### config.mk
export PLATFORM = sky130hd
export DESIGN_NAME = ebt_timer
export DESIGN_NICKNAME = d
export VERILOG_FILES = /design/src/verilog/ebt_pkg.sv /design/src/verilog/ebt_timer.sv
export SDC_FILE = /design/constraint.sdc
export NUM_CORES = 1
export LEC_CHECK = 0
export ABC_CLOCK_PERIOD_IN_PS = 3850
export BUFFER_PORTS_ARGS = -buffer_cell sky130_fd_sc_hd__buf_4
export CAP_MARGIN = 15
export CELL_PAD_IN_SITES_DETAIL_PLACEMENT = 0
export CELL_PAD_IN_SITES_GLOBAL_PLACEMENT = 1
export CORE_MARGIN = 4
export CORE_UTILIZATION = 40
export CTS_CLUSTER_DIAMETER = 40
export DETAILED_ROUTE_END_ITERATION = 8
export PLACE_DENSITY_LB_ADDON = 0.1
export RECOVER_POWER = 100
export SYNTH_ARGS = -nofsm -noshare
export SYNTH_HDL_FRONTEND = slang
export SYNTH_SLANG_ARGS = --single-unit
export TNS_END_PERCENT = 30
### constraint.sdc
create_clock -name i_clk -period 3.85 [get_ports i_clk]
set_input_delay 0.1925 -clock i_clk [delete_from_list [all_inputs] [get_ports i_clk]]
set_output_delay 0.1925 -clock i_clk [all_outputs]
set_load 0.01 [all_outputs]
### src/verilog/ebt_pkg.sv
// ebt_pkg: register offsets, field positions, reset values and mode codes
// for the 8-bit timer with two capture/compare channels.
// assumes an 8-bit register port with byte offsets as addresses.
package ebt_pkg;
	// register offsets
	localparam logic [7:0] CHAN0_COMPARE_VALUE_A = 8'hCD;
	localparam logic [7:0] CHAN1_CONTROL_A = 8'hCE;
	localparam logic [7:0] CHAN1_COMPARE_VALUE_A = 8'hCF;
	localparam logic [7:0] TIMER_FLAG_REG = 8'hD8;
	localparam logic [7:0] COUNTER_VALUE_B = 8'hEA;
	localparam logic [7:0] TIMER_CONTROL_B = 8'hEB;
	localparam logic [7:0] CHAN0_CONTROL_B = 8'hEC;

	// timer control fields
	localparam int TICK_SPEED_LSB = 5;
	localparam int TICK_SPEED_MSB = 7;
	localparam int RUN_BIT = 4;
	localparam int WRAP_IRQ_MASK_BIT = 3;
	localparam int COUNT_CLEAR_BIT = 2;
	localparam int COUNT_MODE_LSB = 0;
	localparam int COUNT_MODE_MSB = 1;

	// channel control fields
	localparam int CHAN_IRQ_MASK_BIT = 6;
	localparam int OUT_ACTION_LSB = 3;
	localparam int OUT_ACTION_MSB = 5;
	localparam int CHAN_MODE_BIT = 2;
	localparam int EDGE_SEL_LSB = 0;
	localparam int EDGE_SEL_MSB = 1;

	// pending flag positions
	localparam int WRAP_PENDING_BIT = 3;
	localparam int CHAN0_PENDING_BIT = 4;
	localparam int CHAN1_PENDING_BIT = 5;

	// reset values
	localparam logic [7:0] VALUE_RESET = 8'h00;
	localparam logic [2:0] TICK_SPEED_RESET = 3'h0;
	localparam logic RUN_RESET = 1'b0;
	localparam logic WRAP_IRQ_MASK_RESET = 1'b1;
	localparam logic [1:0] COUNT_MODE_RESET = 2'h0;
	localparam logic CHAN_IRQ_MASK_RESET = 1'b1;
	localparam logic [2:0] OUT_ACTION_RESET = 3'h0;
	localparam logic CHAN_MODE_RESET = 1'b0;
	localparam logic [1:0] EDGE_SEL_RESET = 2'h0;

	// counting modes
	localparam logic [1:0] MODE_FREE = 2'h0;
	localparam logic [1:0] MODE_DOWN = 2'h1;
	localparam logic [1:0] MODE_MODULO = 2'h2;
	localparam logic [1:0] MODE_UPDOWN = 2'h3;

	// capture edge selections
	localparam logic [1:0] EDGE_NONE = 2'h0;
	localparam logic [1:0] EDGE_RISE = 2'h1;
	localparam logic [1:0] EDGE_FALL = 2'h2;
	localparam logic [1:0] EDGE_BOTH = 2'h3;

	// compare output actions
	localparam logic [2:0] ACT_SET = 3'h0;
	localparam logic [2:0] ACT_CLEAR = 3'h1;
	localparam logic [2:0] ACT_TOGGLE = 3'h2;
	localparam logic [2:0] ACT_SET_UP = 3'h3;
	localparam logic [2:0] ACT_CLEAR_UP = 3'h4;
	localparam logic [2:0] ACT_SET_MATCH = 3'h5;
	localparam logic [2:0] ACT_CLEAR_MATCH = 3'h6;
endpackage

### src/verilog/ebt_timer.sv
// ebt_timer: 8-bit timer/counter with prescaler, four counting modes and two
// capture/compare channels, reached over a plain byte register port.
// assumes i_tick is a one-cycle tick enable on i_clk; capture pins are async.
//
// Contract
// (RULE1) prescaler divides the tick by 1 to 128, chosen by a 3-bit field
// (RULE2) counter advances on prescaled ticks only while run is set, else holds
// (RULE3) writing one to clear zeroes the counter; clear bit reads zero
// (RULE4) read-only 8-bit counter register shows live count, resets to zero
// (RULE5) mode 00 counts 0 to 255 and wraps, forever
// (RULE6) mode 01 loads channel 0 value and counts down once to zero
// (RULE7) mode 10 counts 0 to channel 0 value then restarts at zero
// (RULE8) mode 11 counts up to channel 0 value then down to zero, forever
// (RULE9) per-channel interrupt mask bit 6, resets to one; overflow mask resets one
// (RULE10) channel mode bit: zero capture, one compare; resets to capture
// (RULE11) edge field selects none, rising, falling or both input edges
// (RULE12) compare action fires when counter equals the channel's own value
// (RULE13) action 000 sets, 001 clears, 010 toggles on match; 111 unused
// (RULE14) action 011 sets on up match, clears at zero or on down match
// (RULE15) action 100 clears on up match, sets at zero or on down match
// (RULE16) channel 1 action 101/110 sets/clears on match, reverses at channel 0 value
// (RULE17) channel 0 action 101/110 sets/clears on match, reverses at zero
// (RULE18) each channel has a read/write 8-bit value register resetting to zero
// (RULE19) overflow sets a pending flag; software clears it by writing zero
// (RULE20) each channel compare event pulses its own DMA trigger
// (RULE21) selected capture edge copies counter to value register, sets pending
// (RULE22) wrap or terminal count signals overflow; interrupt raised when masked in
//
// Local design decision: the address-and-strobe port.
`timescale 1ns/10ps
module ebt_timer (
	input wire logic i_clk,
	input wire logic i_rst_n,
	input wire logic i_tick,
	input wire logic [7:0] i_addr,
	input wire logic [7:0] i_wdata,
	input wire logic i_wr,
	input wire logic i_rd,
	input wire logic [1:0] i_cap_in,
	output logic [7:0] o_rdata,
	output logic [1:0] o_chan_out,
	output logic [1:0] o_dma_trig,
	output logic [1:0] o_chan_irq,
	output logic o_wrap_irq
);
	// control and value registers
	logic [2:0] tick_speed_q;
	logic run_q;
	logic wrap_irq_mask_q;
	logic [1:0] count_mode_q;
	logic [7:0] count_value_q;
	logic [7:0] count_value_d;
	logic dir_down_q;
	logic dir_down_d;
	logic down_done_q;
	logic down_done_d;
	logic [6:0] presc_q;
	logic [7:0] chan_value_q [2];
	logic [1:0] chan_irq_mask_q;
	logic [2:0] out_action_q [2];
	logic [1:0] chan_mode_q;
	logic [1:0] edge_sel_q [2];
	logic [1:0] chan_pending_q;
	logic wrap_pending_q;
	logic [1:0] sync1_q;
	logic [1:0] sync2_q;
	logic [1:0] sync3_q;
	logic [1:0] chan_out_q;
	logic [1:0] dma_trig_q;
	logic [1:0] chan_irq_q;
	logic wrap_irq_q;
	logic [7:0] rdata_q;

	// register port decode
	wire wr_cc0 = i_wr && (i_addr == ebt_pkg::CHAN0_COMPARE_VALUE_A);
	wire wr_ctl1 = i_wr && (i_addr == ebt_pkg::CHAN1_CONTROL_A);
	wire wr_cc1 = i_wr && (i_addr == ebt_pkg::CHAN1_COMPARE_VALUE_A);
	wire wr_flag = i_wr && (i_addr == ebt_pkg::TIMER_FLAG_REG);
	wire wr_tctl = i_wr && (i_addr == ebt_pkg::TIMER_CONTROL_B);
	wire wr_ctl0 = i_wr && (i_addr == ebt_pkg::CHAN0_CONTROL_B);
	wire [1:0] wr_ctl = {wr_ctl1, wr_ctl0};
	wire [1:0] wr_cc = {wr_cc1, wr_cc0};

	// new control fields carried by a timer control write
	wire [1:0] new_mode = i_wdata[ebt_pkg::COUNT_MODE_MSB:ebt_pkg::COUNT_MODE_LSB];
	wire new_run = i_wdata[ebt_pkg::RUN_BIT];
	// (RULE3) clear on write one
	wire clear_wr = wr_tctl && i_wdata[ebt_pkg::COUNT_CLEAR_BIT];
	// (RULE6) reload on down start
	wire load_down = wr_tctl && new_run && (new_mode == ebt_pkg::MODE_DOWN);

	// (RULE1) prescaler tap: low tick_speed bits of the divider all ones
	wire [6:0] presc_mask = 7'h7F >> (3'h7 - tick_speed_q);
	wire presc_hit = i_tick && ((presc_q & presc_mask) == presc_mask);
	// (RULE2) count only while running
	wire step = run_q && presc_hit && !clear_wr && !load_down;

	wire [7:0] cc0 = chan_value_q[0];
	wire updown = (count_mode_q == ebt_pkg::MODE_UPDOWN);

	// prescaler divider, restarted by a counter clear
	always_ff @(posedge i_clk) begin
		if (!i_rst_n || clear_wr) begin
			presc_q <= 7'h00;
		end else if (i_tick) begin
			presc_q <= presc_q + 7'h01;
		end
	end

	// next counter value per counting mode
	logic wrap_ev;
	logic moved;
	logic step_up;
	always_comb begin
		count_value_d = count_value_q;
		dir_down_d = dir_down_q;
		down_done_d = down_done_q;
		wrap_ev = 1'b0;
		moved = 1'b0;
		step_up = 1'b1;
		if (clear_wr) begin
			count_value_d = ebt_pkg::VALUE_RESET;
			dir_down_d = 1'b0;
			down_done_d = 1'b0;
		end else if (load_down) begin
			count_value_d = cc0;
			down_done_d = 1'b0;
		end else if (step) begin
			unique case (count_mode_q)
				// (RULE5) free running wrap
				ebt_pkg::MODE_FREE: begin
					count_value_d = count_value_q + 8'h01;
					wrap_ev = (count_value_q == 8'hFF);
					moved = 1'b1;
				end
				// (RULE6) single count down
				ebt_pkg::MODE_DOWN: begin
					step_up = 1'b0;
					if (!down_done_q) begin
						moved = 1'b1;
						if (count_value_q <= 8'h01) begin
							count_value_d = 8'h00;
							down_done_d = 1'b1;
							// (RULE22) terminal count of down mode
							wrap_ev = 1'b1;
						end else begin
							count_value_d = count_value_q - 8'h01;
						end
					end
				end
				// (RULE7) modulo restart
				ebt_pkg::MODE_MODULO: begin
					moved = 1'b1;
					if (count_value_q >= cc0) begin
						count_value_d = 8'h00;
						wrap_ev = 1'b1;
					end else begin
						count_value_d = count_value_q + 8'h01;
					end
				end
				// (RULE8) up then down
				ebt_pkg::MODE_UPDOWN: begin
					moved = 1'b1;
					if (!dir_down_q && count_value_q < cc0) begin
						count_value_d = count_value_q + 8'h01;
					end else if (count_value_q <= 8'h01) begin
						step_up = 1'b0;
						count_value_d = 8'h00;
						dir_down_d = 1'b0;
						wrap_ev = 1'b1;
					end else begin
						step_up = 1'b0;
						count_value_d = count_value_q - 8'h01;
						dir_down_d = 1'b1;
					end
				end
			endcase
		end
	end

	// (RULE4) live counter register
	always_ff @(posedge i_clk) begin
		if (!i_rst_n) begin
			count_value_q <= ebt_pkg::VALUE_RESET;
			dir_down_q <= 1'b0;
			down_done_q <= 1'b0;
		end else begin
			count_value_q <= count_value_d;
			dir_down_q <= dir_down_d;
			down_done_q <= down_done_d;
		end
	end

	// timer control register
	always_ff @(posedge i_clk) begin
		if (!i_rst_n) begin
			tick_speed_q <= ebt_pkg::TICK_SPEED_RESET;
			run_q <= ebt_pkg::RUN_RESET;
			wrap_irq_mask_q <= ebt_pkg::WRAP_IRQ_MASK_RESET;
			count_mode_q <= ebt_pkg::COUNT_MODE_RESET;
		end else if (wr_tctl) begin
			tick_speed_q <= i_wdata[ebt_pkg::TICK_SPEED_MSB:ebt_pkg::TICK_SPEED_LSB];
			run_q <= new_run;
			wrap_irq_mask_q <= i_wdata[ebt_pkg::WRAP_IRQ_MASK_BIT];
			count_mode_q <= new_mode;
		end
	end

	// events seen on the counter's step
	wire zero_ev = moved && (count_value_d == 8'h00);
	wire top_ev = moved && (count_value_d == cc0);
	logic [1:0] match_ev;
	logic [1:0] cap_ev;
	logic [1:0] chan_pin;

	// (RULE19) overflow pending flag, hardware set wins over a write of zero
	always_ff @(posedge i_clk) begin
		if (!i_rst_n) begin
			wrap_pending_q <= 1'b0;
		end else begin
			wrap_pending_q <= wrap_ev ||
				(wrap_pending_q && !(wr_flag && !i_wdata[ebt_pkg::WRAP_PENDING_BIT]));
		end
	end

	// (RULE22) overflow interrupt gated by its mask
	always_ff @(posedge i_clk) begin
		if (!i_rst_n) begin
			wrap_irq_q <= 1'b0;
		end else begin
			wrap_irq_q <= wrap_pending_q && wrap_irq_mask_q;
		end
	end

	// capture pins pass two flip-flops, a third holds the old level
	always_ff @(posedge i_clk) begin
		if (!i_rst_n) begin
			sync1_q <= 2'h0;
			sync2_q <= 2'h0;
			sync3_q <= 2'h0;
		end else begin
			sync1_q <= i_cap_in;
			sync2_q <= sync1_q;
			sync3_q <= sync2_q;
		end
	end

	// per-channel capture/compare logic
	genvar ch;
	generate
		for (ch = 0; ch < 2; ch = ch + 1) begin : g_chan
			wire rise = sync2_q[ch] && !sync3_q[ch];
			wire fall = !sync2_q[ch] && sync3_q[ch];
			// (RULE11) edge selection
			wire edge_hit = (edge_sel_q[ch] == ebt_pkg::EDGE_RISE && rise) ||
				(edge_sel_q[ch] == ebt_pkg::EDGE_FALL && fall) ||
				(edge_sel_q[ch] == ebt_pkg::EDGE_BOTH && (rise || fall));
			// (RULE10) capture when mode bit is zero
			assign cap_ev[ch] = !chan_mode_q[ch] && edge_hit;
			// (RULE12) match on own value
			assign match_ev[ch] = chan_mode_q[ch] && moved &&
				(count_value_d == chan_value_q[ch]);
			// second event: zero for channel 0, channel 0 value for channel 1
			wire alt_ev = (ch == 0) ? zero_ev : top_ev;
			wire flag_clr = wr_flag && !i_wdata[ebt_pkg::CHAN0_PENDING_BIT + ch];

			// (RULE9) channel control register, mask resets to one
			always_ff @(posedge i_clk) begin
				if (!i_rst_n) begin
					chan_irq_mask_q[ch] <= ebt_pkg::CHAN_IRQ_MASK_RESET;
					out_action_q[ch] <= ebt_pkg::OUT_ACTION_RESET;
					chan_mode_q[ch] <= ebt_pkg::CHAN_MODE_RESET;
					edge_sel_q[ch] <= ebt_pkg::EDGE_SEL_RESET;
				end else if (wr_ctl[ch]) begin
					chan_irq_mask_q[ch] <= i_wdata[ebt_pkg::CHAN_IRQ_MASK_BIT];
					out_action_q[ch] <= i_wdata[ebt_pkg::OUT_ACTION_MSB:ebt_pkg::OUT_ACTION_LSB];
					chan_mode_q[ch] <= i_wdata[ebt_pkg::CHAN_MODE_BIT];
					edge_sel_q[ch] <= i_wdata[ebt_pkg::EDGE_SEL_MSB:ebt_pkg::EDGE_SEL_LSB];
				end
			end

			// (RULE18) value register; (RULE21) capture wins over a write
			always_ff @(posedge i_clk) begin
				if (!i_rst_n) begin
					chan_value_q[ch] <= ebt_pkg::VALUE_RESET;
				end else if (cap_ev[ch]) begin
					chan_value_q[ch] <= count_value_q;
				end else if (wr_cc[ch]) begin
					chan_value_q[ch] <= i_wdata;
				end
			end

			// (RULE21) pending flag set by capture or match, set beats clear
			always_ff @(posedge i_clk) begin
				if (!i_rst_n) begin
					chan_pending_q[ch] <= 1'b0;
				end else begin
					chan_pending_q[ch] <= cap_ev[ch] || match_ev[ch] ||
						(chan_pending_q[ch] && !flag_clr);
				end
			end

			// channel interrupt gated by its mask
			always_ff @(posedge i_clk) begin
				if (!i_rst_n) begin
					chan_irq_q[ch] <= 1'b0;
				end else begin
					chan_irq_q[ch] <= chan_pending_q[ch] && chan_irq_mask_q[ch];
				end
			end

			// (RULE20) one-cycle DMA trigger on compare
			always_ff @(posedge i_clk) begin
				if (!i_rst_n) begin
					dma_trig_q[ch] <= 1'b0;
				end else begin
					dma_trig_q[ch] <= match_ev[ch];
				end
			end

			// (RULE13) output actions; match takes priority over the second event
			always_comb begin
				chan_pin[ch] = chan_out_q[ch];
				if (chan_mode_q[ch]) begin
					unique case (out_action_q[ch])
						ebt_pkg::ACT_SET: begin
							if (match_ev[ch]) chan_pin[ch] = 1'b1;
						end
						ebt_pkg::ACT_CLEAR: begin
							if (match_ev[ch]) chan_pin[ch] = 1'b0;
						end
						ebt_pkg::ACT_TOGGLE: begin
							if (match_ev[ch]) chan_pin[ch] = !chan_out_q[ch];
						end
						// (RULE14) set up, clear at zero or down
						ebt_pkg::ACT_SET_UP: begin
							if (match_ev[ch]) chan_pin[ch] = step_up;
							else if (!updown && zero_ev) chan_pin[ch] = 1'b0;
						end
						// (RULE15) clear up, set at zero or down
						ebt_pkg::ACT_CLEAR_UP: begin
							if (match_ev[ch]) chan_pin[ch] = !step_up;
							else if (!updown && zero_ev) chan_pin[ch] = 1'b1;
						end
						// (RULE16) (RULE17) set on match, clear on second event
						ebt_pkg::ACT_SET_MATCH: begin
							if (match_ev[ch]) chan_pin[ch] = 1'b1;
							else if (alt_ev) chan_pin[ch] = 1'b0;
						end
						ebt_pkg::ACT_CLEAR_MATCH: begin
							if (match_ev[ch]) chan_pin[ch] = 1'b0;
							else if (alt_ev) chan_pin[ch] = 1'b1;
						end
						default: begin
							chan_pin[ch] = chan_out_q[ch];
						end
					endcase
				end
			end

			// channel output pin register
			always_ff @(posedge i_clk) begin
				if (!i_rst_n) begin
					chan_out_q[ch] <= 1'b0;
				end else begin
					chan_out_q[ch] <= chan_pin[ch];
				end
			end
		end
	endgenerate

	// read multiplexer; unmapped offsets read zero
	wire [7:0] tctl_rd = {tick_speed_q, run_q, wrap_irq_mask_q, 1'b0, count_mode_q};
	wire [7:0] ctl0_rd = {1'b0, chan_irq_mask_q[0], out_action_q[0], chan_mode_q[0],
		edge_sel_q[0]};
	wire [7:0] ctl1_rd = {1'b0, chan_irq_mask_q[1], out_action_q[1], chan_mode_q[1],
		edge_sel_q[1]};
	wire [7:0] flag_rd = {2'h0, chan_pending_q, wrap_pending_q, 3'h0};
	wire [7:0] rd_mux =
		(i_addr == ebt_pkg::CHAN0_COMPARE_VALUE_A) ? chan_value_q[0] :
		(i_addr == ebt_pkg::CHAN1_CONTROL_A) ? ctl1_rd :
		(i_addr == ebt_pkg::CHAN1_COMPARE_VALUE_A) ? chan_value_q[1] :
		(i_addr == ebt_pkg::TIMER_FLAG_REG) ? flag_rd :
		(i_addr == ebt_pkg::COUNTER_VALUE_B) ? count_value_q :
		(i_addr == ebt_pkg::TIMER_CONTROL_B) ? tctl_rd :
		(i_addr == ebt_pkg::CHAN0_CONTROL_B) ? ctl0_rd : 8'h00;

	// read data stands for the one cycle after the read strobe
	always_ff @(posedge i_clk) begin
		if (!i_rst_n) begin
			rdata_q <= 8'h00;
		end else if (i_rd) begin
			rdata_q <= rd_mux;
		end else begin
			rdata_q <= 8'h00;
		end
	end

	assign o_rdata = rdata_q;
	assign o_chan_out = chan_out_q;
	assign o_dma_trig = dma_trig_q;
	assign o_chan_irq = chan_irq_q;
	assign o_wrap_irq = wrap_irq_q;
endmodule // ebt_timer

==> results.tsv <==
stage	metric	value	unit
placement	hpwl dp	14300	um
synth	EDFF count, synth	26	
sta	final hold vios	0	
cts	CTS tree	built	
floorplanning	row count	40	
synth	Yosys top cell area share	0.205	
synth	number of synthesized register bits	78	
drt	routed vias	5044	
placement	Placement Setup Slack	0.0525	ns
drt	1st-pass router iterations	8	
power	Sw Share	0.248	
cts	H-Tree Depth	3	
hold_path	worst hold start	i_cap_in[1]	
setup_path	Worst Path Max Fanout	6	
drt	via/cell ratio	6.06	
synth	asr flop ratio synth	0	
floorplanning	# IOs	38	
global_routing	largest net degree at the start of global routing	23	
power	Clk pwr share	0.444	
synth	Syn Nets	637	
floorplanning	Die Span X	121	um
sta	# setup viols final	0	
sta	Slew Viols, Final	0	
cells_and_area	layout cells sized above 1	0.147	
setup_path	critical path capture point type	register	
synth	area leader, netlist	dfxtp_1	
sta	RSZ-0062 raised after global routing	true	
setup_path	WS Path Type	register to register	
drt	WL/cell	21.9	um
synth	Synth cell types	84	
hold_path	WHS Endpoint	sync1_q[1]	
synth	Post-Syn Area	5080	sq um
power	Int Power	1.42	mW
setup_path	Crit path arrival time	4.01	ns
setup_path	slowest stage delay, CP	0.63	ns
cells_and_area	Finished Cell Area	6000	sq um
setup_path	R2R setup slack	0.12	ns
cells_and_area	P&R area growth vs syn	18.1	%
sta	Final period util	0.969	
setup_path	critical path required time	4.13	ns
setup_path	Slowest cell on crit path	a221oi_1	
cells_and_area	Antenna Cells	0	
drt	Residual DRC	0	
cts	Num CTS Buffers	9	
setup_path	Critical R2R Capture	o_chan_out[0]	
synth	top cells by count, synth	nand2_1, dfxtp_1, nor2_1, a21oi_1	
sta	slew margin rel.	0.391	
setup_path	FF-to-FF path depth	13	
setup_path	WP depth	13	
setup_path	origin of the critical flop-to-flop path	chan_value_q[0][1]	
outcome	status	finished, final reports clean	
cts	CTS Sinks	78	
power	Net Switching	0.468	mW
synth	Ys Warns	0	
power	Comb pwr share	0.080	
global_routing	overall routing resource usage	0.253	
cts	clock buffer depth	2	
sta	Final WS setup	0.119	ns
synth	syn_area_per_cell	8.49	sq um
sta	min Tclk post-route	3.73	ns
setup_path	Worst path top cell family by delay	compound AO/OA/AOI/OAI gates	
drt	DRT Wirelength	18200	um
global_routing	initial antenna violation count	0	
synth	most common cell in the netlist	nand2_1	
hold_path	type of the most critical hold path	primary input to register	
synth	Seq/Total Area, Yosys	0.359	
sta	hold_ws	0.0552	ns
power	peak supply drop	247	uV
power	leakage dissipation	2.24	nW
global_routing	total gr overflow	0	
placement	Post-DP Area	5770	sq um
cts	Reg clk slew, reported paths	0.06	ns
synth	Post-Syn Instances	598	
cts	Setup Buffers After CTS	0	
cts	clock latency on the worst-skew pair	0.34	ns
power	Pwr Density	315	nW/um^2
power	Design Power	1.89	mW
global_routing	vias in the first global route	4858	
global_routing	first-pass GRT wire length	27700	um
floorplanning	Die Ht	121	um
drt	initial drt markers	566	
flow_run	max cap viols	0	
cells_and_area	Layout Utilization	0.491	
setup_path	crit-path cells	inv_1 -> ha_1 -> nor2b_1 -> o211ai_1 -> a311o_1 -> and2_1 -> a221oi_1 -> a22o_1 -> nor2_1 -> or4_4 -> a21oi_1 -> o21ai_0 -> a21oi_2	
sta	Clock Skew	0.00759	ns
floorplanning	effective utilization at floorplan	0.416	
cells_and_area	fill count	1246	
synth	Synth area leaders	dfxtp_1, edfxtp_1, nand2_1, ha_1, nor2_1	
setup_path	Critical Path Source Type	register	
synth	ys flop type	dfxtp_1	
floorplanning	die area	14600	sq um
power	sequential cell fraction of total power	0.476	
sta	Max Clock Freq	268	MHz
setup_path	worst path bufs/invs	1	
hold_path	hold path cells	2	
floorplanning	placeable core area	12200	sq um
cts	Root Buffer Master	clkbuf_16	
drt	Final ANT Viol Nets	0	
sta	Tightest Pin Transition	0.913	ns
cells_and_area	post-layout net count	699	
placement	GP Congestion	0.977	
placement	port bufs	37	
power groups by stage:
stage / Sequential (mW) / Combinational (mW) / Clock, mW
2_1_floorplan: 0.905 / 0.0877 / 0
3_3_place_gp: 0.916 / 0.151 / 0
5_1_grt: 0.901 / 0.165 / 0.884
6_report: 0.899 / 0.151 / 0.839
3_5_place_dp: 0.916 / 0.153 / 0
4_1_cts: 0.898 / 0.154 / 0.853
per-stage QoR:
| step | cells | setup TNS [ns] |
|---|---|---|
| CTS | 833 | 0 |
| finish | 833 | 0 |
| global route | 833 | -0.00982 |
| detailed placement | 817 | 0 |
| floorplan | 598 | 0 |
| global placement | 817 | 0 |
metal layers:
metal	GRT usage	wire, um	vias to the layer above
li1	-	-	2371
met1	0.335	8150	2433
met2	0.397	8130	196
met3	0.0636	1380	44
met4	0.0970	592	0
met5	0	0	-
cell usage in the layout (no fill, tap or decap), drive strengths merged, types with 9 or more instances in the layout:
cell type,count
nand2,68
buf,55
dfxtp,52
nor2,43
clkbuf,38
a21oi,32
o21ai,29
inv,28
edfxtp,26
and2,23
a22o,18
nor3,17
nand3,16
ha,16
nand4,14
o211ai,14
mux2i,14
and3,13
a31oi,12
xor2,9
sequential cells by signal, indices dropped and copies added, names as in the netlist, 3 cells and up:
register       cells
chan_value_q      16
count_value_q      8
edge_sel_q         4
o_rdata            8
out_action_q       6
presc_q            7
tick_speed_q       3
how the worst max path moves through the flow:
stage	startpoint	endpoint	slack [ns]
2_1_floorplan	chan_value_q[0][6]	o_chan_out[0]	0.21
3_3_place_gp	chan_value_q[0][1]	o_chan_out[0]	0.15
3_5_place_dp	chan_value_q[0][1]	o_chan_out[0]	0.05
4_1_cts	chan_value_q[0][1]	o_chan_out[0]	0.03
5_1_grt	chan_value_q[0][1]	o_chan_out[1]	-0.01
6_report	chan_value_q[0][1]	o_chan_out[0]	0.12
logic make-up after synthesis:
kind of cell,Yosys count,share of synthesized area
xor+xnor,14,0.0241
fa+ha+maj,16,0.0394
buf+inv,56,0.0458
flops,78,0.359
mux,18,0.0365
compound gates,170,0.240
simple gates,246,0.256
repair_timing:
item,in CTS,in global routing
hold buffers,0,0
setup endpoints to repair,0,3
gates resized for setup,0,7
cell type report:
cell class / count / area [sq um] / share of cell area
repair buffers: 81 / 514 / 0.0857
well taps: 168 / 210 / 0.0350
clock inverters: 4 / 27.5 / 0.00459
inverters: 26 / 97.6 / 0.0163
flip-flops and latches: 78 / 1820 / 0.304
clock buffers: 12 / 267 / 0.0444
multi-input cells: 464 / 3060 / 0.510
(Power assumes the default switching activity.)
